### src/design/flash_protect_defines.svh
`ifndef FLASH_PROTECT_DEFINES_SVH
`define FLASH_PROTECT_DEFINES_SVH

// register byte addresses
`define SEC_CTRL_ADDR     32'h4004_0500
`define PROT_STATUS_ADDR  32'h4004_0504

// field positions
`define SEC_ENABLE_BIT    0
`define AUTO_OP_BIT       0
`define PROT_LSB          16

// reset values
`define SEC_ENABLE_RESET  1'b1
`define PROT_RESET        6'h00

// keyed rewrite
`define SEC_KEY           32'ha74a9d23
`define SEC_WINDOW_CLKS   16

// timing
`define CLK_MHZ           40
`define RECOVER_TIME_US   2000
`define RECOVER_CYCLES    (`RECOVER_TIME_US * `CLK_MHZ)
`define AUTO_OP_CYCLES    64

`endif

### src/design/flash_protect_pkg.sv
package flash_protect_pkg;

    typedef enum logic [1:0] {
        MODE_SINGLE_CHIP = 2'h0,
        MODE_SINGLE_BOOT = 2'h1,
        MODE_WRITER      = 2'h2,
        MODE_OTHER       = 2'h3
    } mode_t;

    typedef enum logic [1:0] {
        CMD_PROT_PROG  = 2'h0,
        CMD_PROT_ERASE = 2'h1,
        CMD_DATA_PROG  = 2'h2,
        CMD_OTHER      = 2'h3
    } cmd_t;

    // gray order along idle -> busy -> locked, failed off the side
    typedef enum logic [1:0] {
        ST_IDLE   = 2'h0,
        ST_BUSY   = 2'h1,
        ST_LOCKED = 2'h3,
        ST_FAILED = 2'h2
    } op_state_t;

endpackage : flash_protect_pkg

### src/design/protect_bit_store.sv
`include "flash_protect_defines.svh"

module protect_bit_store #(
    parameter int NUM_BLOCKS = 6,
    parameter int LOW_GROUP  = 4,
    parameter int BLOCK_W    = 3
) (
    // clock and power-on reset
    input  wire logic                  clk_i,
    input  wire logic                  nrst_i,
    // update requests
    input  wire logic                  prog_i,
    input  wire logic                  erase_i,
    input  wire logic [BLOCK_W-1:0]    block_i,
    input  wire logic                  sec_en_i,
    // state
    output logic      [NUM_BLOCKS-1:0] prot_o,
    output logic                       all_prot_o
);
    import flash_protect_pkg::*;

    if (LOW_GROUP < 1 || LOW_GROUP >= NUM_BLOCKS) begin : g_chk
        $error("protect_bit_store: bad group split");
    end

    logic erase_all;
    logic low_sel;

    assign all_prot_o = &prot_o;
    assign erase_all  = erase_i & all_prot_o & ~sec_en_i;
    assign low_sel    = (int'(block_i) < LOW_GROUP);

    // nonvolatile in the real cell; only power-on reset reloads it here
    for (genvar b = 0; b < NUM_BLOCKS; b++) begin : g_bit
        localparam bit IN_LOW = (b < LOW_GROUP);
        always_ff @(posedge clk_i or negedge nrst_i) begin
            if (!nrst_i) begin
                prot_o[b] <= 1'b0;
            end else if (erase_all) begin
                prot_o[b] <= 1'b0; // RQ13
            end else if (erase_i && !all_prot_o && (low_sel == IN_LOW)) begin
                prot_o[b] <= 1'b0; // RQ11
            end else if (prog_i && int'(block_i) == b) begin
                prot_o[b] <= 1'b1; // RQ10
            end
        end
    end

    a_prog_single: assert property (@(posedge clk_i) disable iff (!nrst_i)
        prog_i && !erase_i |=> $countones(prot_o ^ $past(prot_o)) <= 1) // RQ10
        else $error("program changed more than one block");

    a_group_erase: assert property (@(posedge clk_i) disable iff (!nrst_i)
        erase_i && !all_prot_o && low_sel
        |=> prot_o[NUM_BLOCKS-1:LOW_GROUP]
            == $past(prot_o[NUM_BLOCKS-1:LOW_GROUP])) // RQ11
        else $error("low group erase touched high group");

    a_erase_all: assert property (@(posedge clk_i) disable iff (!nrst_i)
        erase_i && all_prot_o && !sec_en_i |=> prot_o == '0) // RQ13
        else $error("erase with all protected did not clear all");

endmodule : protect_bit_store

### src/design/security_unlock.sv
`include "flash_protect_defines.svh"

module security_unlock #(
    parameter int WINDOW = `SEC_WINDOW_CLKS
) (
    // clock and resets
    input  wire logic        clk_i,
    input  wire logic        nrst_i,
    input  wire logic        sys_nrst_i,
    // taken bus accesses
    input  wire logic        acc_i,
    input  wire logic        sec_wr_i,
    input  wire logic        full_i,
    input  wire logic [31:0] wdata_i,
    input  wire logic        mode_ok_i,
    // state
    output logic             security_enable_o,
    output logic             armed_o
);
    import flash_protect_pkg::*;

    if (WINDOW < 1 || WINDOW > 31) begin : g_chk
        $error("security_unlock: window out of range");
    end

    localparam logic [4:0] LAST = 5'(WINDOW - 1);

    logic [4:0] cnt;
    logic       key_wr;
    logic       data_wr;

    assign key_wr  = acc_i & sec_wr_i & full_i & (wdata_i == `SEC_KEY);
    assign data_wr = acc_i & sec_wr_i & full_i & armed_o & mode_ok_i; // RQ17

    // reset to one by power-on reset only
    always_ff @(posedge clk_i or negedge nrst_i) begin
        if (!nrst_i) begin
            security_enable_o <= `SEC_ENABLE_RESET; // RQ7 RQ8
        end else if (data_wr) begin
            security_enable_o <= wdata_i[`SEC_ENABLE_BIT]; // RQ15 RQ16
        end
    end

    always_ff @(posedge clk_i or negedge nrst_i) begin
        if (!nrst_i) begin
            armed_o <= 1'b0;
            cnt     <= 5'h00;
        end else if (!sys_nrst_i) begin
            armed_o <= 1'b0;
            cnt     <= 5'h00;
        end else if (data_wr) begin
            armed_o <= 1'b0;
        end else if (key_wr) begin
            armed_o <= 1'b1; // RQ20
            cnt     <= 5'h00;
        end else if (armed_o && (acc_i || cnt == LAST)) begin
            armed_o <= 1'b0; // RQ20
        end else if (armed_o) begin
            cnt     <= cnt + 5'h01;
        end
    end

    a_narrow_ignored: assert property (@(posedge clk_i) disable iff (!nrst_i)
        acc_i && sec_wr_i && !full_i |=> $stable(security_enable_o)) // RQ17
        else $error("narrow access changed security enable");

    a_window_expiry: assert property (@(posedge clk_i) disable iff (!nrst_i)
        key_wr && sys_nrst_i ##1 !acc_i [*8] ##1 !acc_i [*8]
        |=> !armed_o) // RQ16
        else $error("unlock window outlived its limit");

    a_no_key_no_change: assert property (@(posedge clk_i)
        disable iff (!nrst_i)
        !armed_o |=> $stable(security_enable_o)) // RQ16
        else $error("security enable changed without key");

endmodule : security_unlock

### src/design/flash_protect_security_ctrl.sv
`include "flash_protect_defines.svh"

// Behaviour
// RQ1 - six protect status bits, one means protected
// RQ2 - data program into protected block refused
// RQ3 - host commands only while ready
// RQ4 - command while busy locks until reset
// RQ5 - host holds system reset half microsecond
// RQ6 - reads blocked two ms after lock recovery
// RQ7 - security register reset by power-on only
// RQ8 - security enable resets to one
// RQ9 - protect commands in chip, boot, writer
// RQ10 - protect program sets one block
// RQ11 - erase clears group zero-three or four-five
// RQ12 - host clears security before full erase
// RQ13 - all protected, security off: erase all
// RQ14 - protect bits change by commands only
// RQ15 - security rewrite in chip, boot only
// RQ16 - key then data within sixteen clocks
// RQ17 - key and data need full words
// RQ18 - ready flag low busy, stays low failed
// RQ19 - unused security bits read zero
// RQ20 - other access or timeout drops unlock
module flash_protect_security_ctrl #(
    parameter int NUM_BLOCKS     = 6,
    parameter int LOW_GROUP      = 4,
    parameter int BLOCK_W        = 3,
    parameter int AUTO_OP_CYCLES = `AUTO_OP_CYCLES,
    parameter int RECOVER_CYCLES = `RECOVER_CYCLES
) (
    // clock and resets
    input  wire logic                      clk_i,
    input  wire logic                      nrst_i,
    input  wire logic                      sys_nrst_i,
    // avalon-mm slave
    input  wire logic [31:0]               avs_address_i,
    input  wire logic                      avs_read_i,
    input  wire logic                      avs_write_i,
    input  wire logic [31:0]               avs_writedata_i,
    input  wire logic [3:0]                avs_byteenable_i,
    output logic      [31:0]               avs_readdata_o,
    output logic                           avs_waitrequest_o,
    // flash command port
    input  wire flash_protect_pkg::mode_t  mode_i,
    input  wire logic                      cmd_valid_i,
    input  wire flash_protect_pkg::cmd_t   cmd_i,
    input  wire logic [BLOCK_W-1:0]        cmd_block_i,
    input  wire logic                      op_fail_i,
    output logic                           cmd_accept_o,
    output logic                           cmd_refuse_o,
    // status
    output logic                           auto_op_flag_o,
    output logic      [NUM_BLOCKS-1:0]     block_protect_status_o,
    output logic                           security_enable_o,
    output logic                           read_enable_o
);
    import flash_protect_pkg::*;

    if (NUM_BLOCKS < 2 || NUM_BLOCKS > 16 || (1 << BLOCK_W) < NUM_BLOCKS)
    begin : g_chk_blocks
        $error("flash_protect_security_ctrl: bad block count");
    end
    if (AUTO_OP_CYCLES < 1 || RECOVER_CYCLES < 1) begin : g_chk_times
        $error("flash_protect_security_ctrl: bad cycle count");
    end

    localparam int AW = $clog2(AUTO_OP_CYCLES + 1);
    localparam int RW = $clog2(RECOVER_CYCLES + 1);
    localparam logic [AW-1:0] AUTO_LOAD = AW'(AUTO_OP_CYCLES);
    localparam logic [RW-1:0] REC_LOAD  = RW'(RECOVER_CYCLES);

    op_state_t       state;
    op_state_t       next_state;
    logic [AW-1:0]   op_cnt;
    logic [RW-1:0]   rec_cnt;
    logic            ack;
    logic            req;
    logic            take;
    logic            sel_sec;
    logic            sel_stat;
    logic            full_word;
    logic            prot_mode_ok;
    logic            sec_mode_ok;
    logic            block_ok;
    logic            block_prot;
    logic            all_prot;
    logic            accept;
    logic            refuse;
    logic            prog_pulse;
    logic            erase_pulse;
    logic            armed;

    // ---------------- bus slave ----------------
    // one wait cycle: every access is taken on its second edge
    assign req       = avs_read_i | avs_write_i;
    assign take      = req & ack;
    assign sel_sec   = (avs_address_i == `SEC_CTRL_ADDR);
    assign sel_stat  = (avs_address_i == `PROT_STATUS_ADDR);
    assign full_word = (avs_byteenable_i == 4'hf);

    assign avs_waitrequest_o = req & ~ack;

    always_ff @(posedge clk_i or negedge nrst_i) begin
        if (!nrst_i) begin
            ack <= 1'b0;
        end else begin
            ack <= req & ~ack;
        end
    end

    always_ff @(posedge clk_i or negedge nrst_i) begin
        if (!nrst_i) begin
            avs_readdata_o <= 32'h0000_0000;
        end else if (avs_read_i && !ack) begin
            avs_readdata_o <= 32'h0000_0000;
            if (sel_sec) begin
                avs_readdata_o[`SEC_ENABLE_BIT] <= security_enable_o; // RQ19
            end else if (sel_stat) begin
                avs_readdata_o[`PROT_LSB +: NUM_BLOCKS] <=
                    block_protect_status_o; // RQ1
                avs_readdata_o[`AUTO_OP_BIT] <= auto_op_flag_o; // RQ18
            end
        end
    end

    // writes to the status word are dropped: protection moves only by
    // command, so a stray store cannot unprotect a block
    security_unlock #(
        .WINDOW            (`SEC_WINDOW_CLKS)
    ) u_unlock (
        .clk_i             (clk_i),
        .nrst_i            (nrst_i),
        .sys_nrst_i        (sys_nrst_i),
        .acc_i             (take),
        .sec_wr_i          (avs_write_i & sel_sec),
        .full_i            (full_word),
        .wdata_i           (avs_writedata_i),
        .mode_ok_i         (sec_mode_ok),
        .security_enable_o (security_enable_o),
        .armed_o           (armed)
    );

    // ---------------- command decode ----------------
    assign prot_mode_ok = (mode_i != MODE_OTHER); // RQ9
    assign sec_mode_ok  = (mode_i == MODE_SINGLE_CHIP) ||
                          (mode_i == MODE_SINGLE_BOOT); // RQ15
    assign block_ok     = (int'(cmd_block_i) < NUM_BLOCKS);
    assign block_prot   = block_ok &&
                          block_protect_status_o[cmd_block_i];

    always_comb begin
        accept = 1'b0;
        refuse = 1'b0;
        if (cmd_valid_i && state == ST_IDLE && sys_nrst_i) begin
            case (cmd_i)
                CMD_PROT_PROG: begin
                    accept = prot_mode_ok && block_ok;
                end
                CMD_PROT_ERASE: begin
                    // full erase is refused until security is cleared first
                    accept = prot_mode_ok && block_ok &&
                             !(all_prot && security_enable_o); // RQ13
                end
                CMD_DATA_PROG: begin
                    accept = block_ok && !block_prot; // RQ2
                end
                default: begin
                    accept = 1'b1;
                end
            endcase
            refuse = !accept;
        end
    end

    assign prog_pulse  = accept && cmd_i == CMD_PROT_PROG; // RQ14
    assign erase_pulse = accept && cmd_i == CMD_PROT_ERASE; // RQ14

    protect_bit_store #(
        .NUM_BLOCKS (NUM_BLOCKS),
        .LOW_GROUP  (LOW_GROUP),
        .BLOCK_W    (BLOCK_W)
    ) u_store (
        .clk_i      (clk_i),
        .nrst_i     (nrst_i),
        .prog_i     (prog_pulse),
        .erase_i    (erase_pulse),
        .block_i    (cmd_block_i),
        .sec_en_i   (security_enable_o),
        .prot_o     (block_protect_status_o),
        .all_prot_o (all_prot)
    );

    always_ff @(posedge clk_i or negedge nrst_i) begin
        if (!nrst_i) begin
            cmd_accept_o <= 1'b0;
            cmd_refuse_o <= 1'b0;
        end else begin
            cmd_accept_o <= accept;
            cmd_refuse_o <= refuse;
        end
    end

    // ---------------- automatic operation ----------------
    always_comb begin
        next_state = state;
        case (state)
            ST_IDLE: begin
                if (accept) begin
                    next_state = ST_BUSY;
                end
            end
            ST_BUSY: begin
                if (cmd_valid_i) begin
                    next_state = ST_LOCKED; // RQ4
                end else if (op_fail_i) begin
                    next_state = ST_FAILED; // RQ18
                end else if (op_cnt == '0) begin
                    next_state = ST_IDLE;
                end
            end
            ST_FAILED: begin
                if (cmd_valid_i) begin
                    next_state = ST_LOCKED; // RQ4
                end
            end
            ST_LOCKED: begin
                next_state = ST_LOCKED; // RQ4
            end
            default: begin
                next_state = ST_IDLE;
            end
        endcase
    end

    // system reset is synchronous so a glitch cannot half-clear the state
    always_ff @(posedge clk_i or negedge nrst_i) begin
        if (!nrst_i) begin
            state <= ST_IDLE;
        end else if (!sys_nrst_i) begin
            state <= ST_IDLE;
        end else begin
            state <= next_state;
        end
    end

    always_ff @(posedge clk_i or negedge nrst_i) begin
        if (!nrst_i) begin
            op_cnt <= '0;
        end else if (accept) begin
            op_cnt <= AUTO_LOAD - AW'(1);
        end else if (state == ST_BUSY && op_cnt != '0) begin
            op_cnt <= op_cnt - AW'(1);
        end
    end

    assign auto_op_flag_o = (state == ST_IDLE); // RQ18

    // ---------------- read recovery after lockout ----------------
    always_ff @(posedge clk_i or negedge nrst_i) begin
        if (!nrst_i) begin
            rec_cnt <= '0;
        end else if (!sys_nrst_i && (state == ST_LOCKED || rec_cnt != '0))
        begin
            rec_cnt <= REC_LOAD; // RQ6
        end else if (sys_nrst_i && rec_cnt != '0) begin
            rec_cnt <= rec_cnt - RW'(1); // RQ6
        end
    end

    always_ff @(posedge clk_i or negedge nrst_i) begin
        if (!nrst_i) begin
            read_enable_o <= 1'b1;
        end else begin
            read_enable_o <= sys_nrst_i && (rec_cnt == '0 ||
                             rec_cnt == RW'(1)); // RQ6
        end
    end

    // ---------------- checks ----------------
    a_refuse_protected: assert property (@(posedge clk_i)
        disable iff (!nrst_i)
        cmd_valid_i && cmd_i == CMD_DATA_PROG && block_prot &&
        state == ST_IDLE && sys_nrst_i |=> cmd_refuse_o && !cmd_accept_o)
        else $error("data program into protected block accepted"); // RQ2

    a_lock_holds: assert property (@(posedge clk_i) disable iff (!nrst_i)
        state == ST_LOCKED && sys_nrst_i |=> state == ST_LOCKED) // RQ4
        else $error("lock left without system reset");

    a_busy_lock: assert property (@(posedge clk_i) disable iff (!nrst_i)
        state == ST_BUSY && cmd_valid_i && sys_nrst_i
        |=> !auto_op_flag_o [*3]) // RQ4
        else $error("command while busy did not lock");

    a_read_hold: assert property (@(posedge clk_i) // RQ6
        disable iff (!nrst_i)
        $rose(sys_nrst_i) && rec_cnt != '0
        |-> !read_enable_o [*8])
        else $error("reads enabled too soon after lock recovery");

    a_failed_flag: assert property (@(posedge clk_i) disable iff (!nrst_i)
        state == ST_FAILED && sys_nrst_i && !cmd_valid_i
        |=> !auto_op_flag_o && state == ST_FAILED) // RQ18
        else $error("ready flag rose after failed operation");

    a_mode_gate: assert property (@(posedge clk_i) disable iff (!nrst_i)
        cmd_valid_i && mode_i == MODE_OTHER && cmd_i != CMD_OTHER &&
        cmd_i != CMD_DATA_PROG |=> !cmd_accept_o &&
        $stable(block_protect_status_o)) // RQ9
        else $error("protect command accepted in wrong mode");

    a_status_ro: assert property (@(posedge clk_i) disable iff (!nrst_i)
        take && avs_write_i && !cmd_valid_i
        |=> $stable(block_protect_status_o)) // RQ14
        else $error("register write changed protection");

    a_sec_unused: assert property (@(posedge clk_i) disable iff (!nrst_i)
        avs_read_i && !ack && sel_sec
        |=> avs_readdata_o[31:1] == 31'h0000_0000 &&
            avs_readdata_o[0] == $past(security_enable_o)) // RQ19
        else $error("security read shows wrong bits");

    a_sec_mode: assert property (@(posedge clk_i) disable iff (!nrst_i)
        mode_i == MODE_WRITER |=> $stable(security_enable_o)) // RQ15
        else $error("security rewritten in writer mode");

endmodule : flash_protect_security_ctrl

### config.mk
export PLATFORM = sky130hd
export DESIGN_NAME = flash_protect_security_ctrl
export DESIGN_NICKNAME = d
export VERILOG_FILES = /design/src/design/flash_protect_pkg.sv /design/src/design/protect_bit_store.sv /design/src/design/security_unlock.sv /design/src/design/flash_protect_security_ctrl.sv
export VERILOG_INCLUDE_DIRS = /design/src /design/src/design
export SDC_FILE = /design/constraint.sdc
export NUM_CORES = 1
export LEC_CHECK = 0
export ABC_AREA = 1
export BUFFER_PORTS_ARGS = -buffer_cell sky130_fd_sc_hd__buf_2
export CAP_MARGIN = 20
export CORE_AREA = 2 2 86 88
export DETAILED_ROUTE_END_ITERATION = 6
export DIE_AREA = 0 0 88 90
export PLACE_DENSITY_LB_ADDON = 0.3
export SLEW_MARGIN = 0
export SYNTH_ARGS = -nofsm -noshare
export SYNTH_HDL_FRONTEND = slang
export SYNTH_SLANG_ARGS = --single-unit
### constraint.sdc
create_clock -name clk_i -period 2.2 [get_ports clk_i]
set_input_delay 0.22 -clock clk_i [delete_from_list [all_inputs] [get_ports clk_i]]
set_output_delay 0.22 -clock clk_i [all_outputs]
set_load 0.02 [all_outputs]
==> results.yml <==
clock_tree:
  cts_sinks: 50
  htreeDepth: 2
  clkTransAtPathRegs_ns: 0.09
  numCtsBuffers: 5
  root_buffer: "clkbuf_8"
  cts_tree: "built"
  insertion_delay_ns: 0.31
  cts.path.max_buffers: 2
timing:
  fin_tns_setup_ns: 0
  timing.final.crit_share: 0.862
  rsz0062_at_grt: "no"
  hold_ws_ns: 0.194
  fmax_mhz: 528
  setup_viol: 0
  slew_violations: 0
  hold_viol: 0
  slew_headroom: 0.615
  final.setup_skew_ns: 0.00761
  worst_pin_slew_ns: 0.577
  fin_crit_ns: 1.90
  fin_ws_ns: 0.304
floorplanning:
  die_w_um: 88
  ios: 126
  die_height_um: 90
  initial_core_util: 0.487
  die_area_um2: 7920
  coreArea_um2: 7020
  rows: 31
power_and_ir_drop:
  power.share.clock: 0.285
  swShare: 0.341
  p_per_area_nw_per_um2: 678
  total_power_mw: 2.78
  p_sw_uw: 947
  power.internal_mw: 1.83
  seq_power_share: 0.418
  leakagePower_nw: 2.15
  vdd_ir_drop_max_uv: 373
  comb_power_share: 0.297
logic_synthesis:
  yosysWarnings: 0
  synth_cell_types: 37
  synth_cells: 493
  seq_area_frac_synth: 0.367
  synth-seq-cells: 50
  syn-cell-area_um2: 3420
  synth_area_per_cell_um2: 6.94
  synth_edf_count: 0
  async_flop_share: 1.00
  ys.flop_type: "dfrtp_1"
detailed_routing:
  dr.pass1.iters: 4
  initialDrtViolationCount: 229
  vias: 3372
  wl_mm: 8.08
  wl_per_cell_um: 11.6
  ant_nets: 0
  route.detailed.drc: 0
  avgViaCountPerCell: 4.83
global_routing:
  antenna_found_initial: 0
  grt_pass1_vias: 3204
  grt_overflow: 0
  grt_usage: 0.208
  grt_pass1_wl_mm: 13.5
  grt_max_degree: 27
final_layout:
  final_cell_mix: "108 x nor2_1, 100 x buf_2, 93 x nand2_1"
  area_growth_pct: 19.9
  fin_nets: 686
  instances_no_fill: 698
  diodes: 0
  final_layout_size_suffix_gt1_frac: 0.220
  final_common_cell: "nor2_1"
setup_path:
  rr_startpoint: "rec_cnt[0]"
  cp.arrival_ns: 2.10
  critPathCaptureType: "flip-flop"
  worstSetupPathType: "reg -> reg"
  cpPeakStageDelay_ns: 0.42
  slowest_stage: "dfrtp_1"
  crit_chain: "inv_1 > ha_1 > nand2_2 > nor2_4 > nand2_2 > nor2_4 > a21oi_2 > a21oi_4 > nor2_1 > nand2_1 > nand2_1"
  r2r_cells: 11
  startpoint_type: "flip-flop"
  cp.required_ns: 2.40
  worst_r2r_endpoint: "rec_cnt[13]"
  rrSetupSlack_ns: 0.30
  path_max_fanout: 8
placement:
  place_ws_ns: 0.345
  portBuffers: 100
  dp_hpwl_mm: 6.51
  place_inst: 689
  gp_congestion: 0.852
job:
  drv_cap: 0
min_path:
  min_to: "ack"
  min_from: "avs_read_i"
  holdPathStages: 3
  hold_path.class: "in -> reg"
outcome:
  status: "complete, no violations"
## area by class of cell
cell class                      instances  area, um2
Clock buffer                            6       82.6
Tap cell                               99        124
Inverter                               72        278
Timing Repair Buffer                  102        531
Clock inverter                          2       60.1
Sequential cell                        50       1250
Fill cell                             654       2920
Multi-Input combinational cell        367       1770
## what timing repair did
action,4_1_cts,5_1_grt
hold buffers,1,0
resized for setup,0,0
buffers inserted,0,0
endpoints found under the hold margin,24,0
## metal layers
layer  vias up  wire length (um)  track usage
met3        10               551       0.0432
met5         -                 0            0
met4         0               122       0.0590
li1       1716                 -            -
met1      1529              3410        0.251
met2       117              4000        0.369
## registers in the layout, summed over array words and instances (netlist names)
name and count:
cmd_refuse_o 1, avs_readdata_o 7, rec_cnt 17, u_store.prot_o 6, read_enable_o 1, u_unlock.cnt 5, state 2, ack 1
u_unlock.security_enable_o 1, cmd_accept_o 1, u_unlock.armed_o 1, op_cnt 7
## synthesized netlist by cell type (2+ instances only)
cell type,number,area (um2)
nor2_4,2,22.5
dfstp_2,2,52.6
inv_1,68,255
nand4_1,15,93.8
nor3_1,11,55.1
or2_2,5,31.3
o21ai_0,17,85.1
o211ai_1,3,22.5
nor2_1,108,405
nand3_1,37,185
nor4_1,4,25.0
a21oi_1,7,35.0
nand3b_1,2,15.0
ha_1,6,75.1
inv_2,3,11.3
xnor2_1,8,70.1
nor2_2,2,12.5
nand2_2,4,25.0
xor2_1,8,70.1
nand2_1,93,349
buf_4,25,188
dfrtp_1,48,1200
## metrics by stage
stage                     instance area [um2]  utilization
after floorplan                          3510            -
after detailed placement                 3950        0.562
after CTS                                4100        0.584
after global placement                   3950        0.562
after global routing                     4100        0.584
final                                    4100        0.584
## critical path, delay by kind of cell, from the launching register on
family	cells	cell delay, ns
simple gates	7	0.69
flops	1	0.42
compound gates	2	0.36
fa+ha+maj	1	0.23
buf+inv	1	0.11
## worst max-delay path by stage
| stage | from | to | slack, ns |
|---|---|---|---|
| 2_1_floorplan | rec_cnt[0] | rec_cnt[13] | 0.54 |
| 3_5_place_dp | rec_cnt[0] | rec_cnt[13] | 0.35 |
| 5_1_grt | rec_cnt[0] | rec_cnt[12] | 0.1 |
| 4_1_cts | rec_cnt[0] | rec_cnt[13] | 0.30 |
| 3_3_place_gp | rec_cnt[0] | rec_cnt[13] | 0.42 |
| 6_report | rec_cnt[0] | rec_cnt[13] | 0.30 |
## cell families after synthesis
| family | Yosys count | share of synthesized area |
|---|---|---|
| adders and majority gates | 6 | 0.0220 |
| and+or+nand+nor | 285 | 0.362 |
| other | 1 | 0.00110 |
| xor gates and xnor gates | 16 | 0.0410 |
| buffers and inverters | 100 | 0.142 |
| AOI/OAI and AO/OA | 35 | 0.0655 |
| DFF | 50 | 0.367 |
## power groups by stage
stage	registers (mW)	clock network (mW)	logic (mW)
floorplan	1.19	0	0.559
global placement	1.17	0	0.799
detailed placement	1.18	0	0.821
CTS	1.16	0.815	0.829
global route	1.18	0.841	0.943
finish	1.16	0.792	0.826
(Power assumes the default switching activity.)
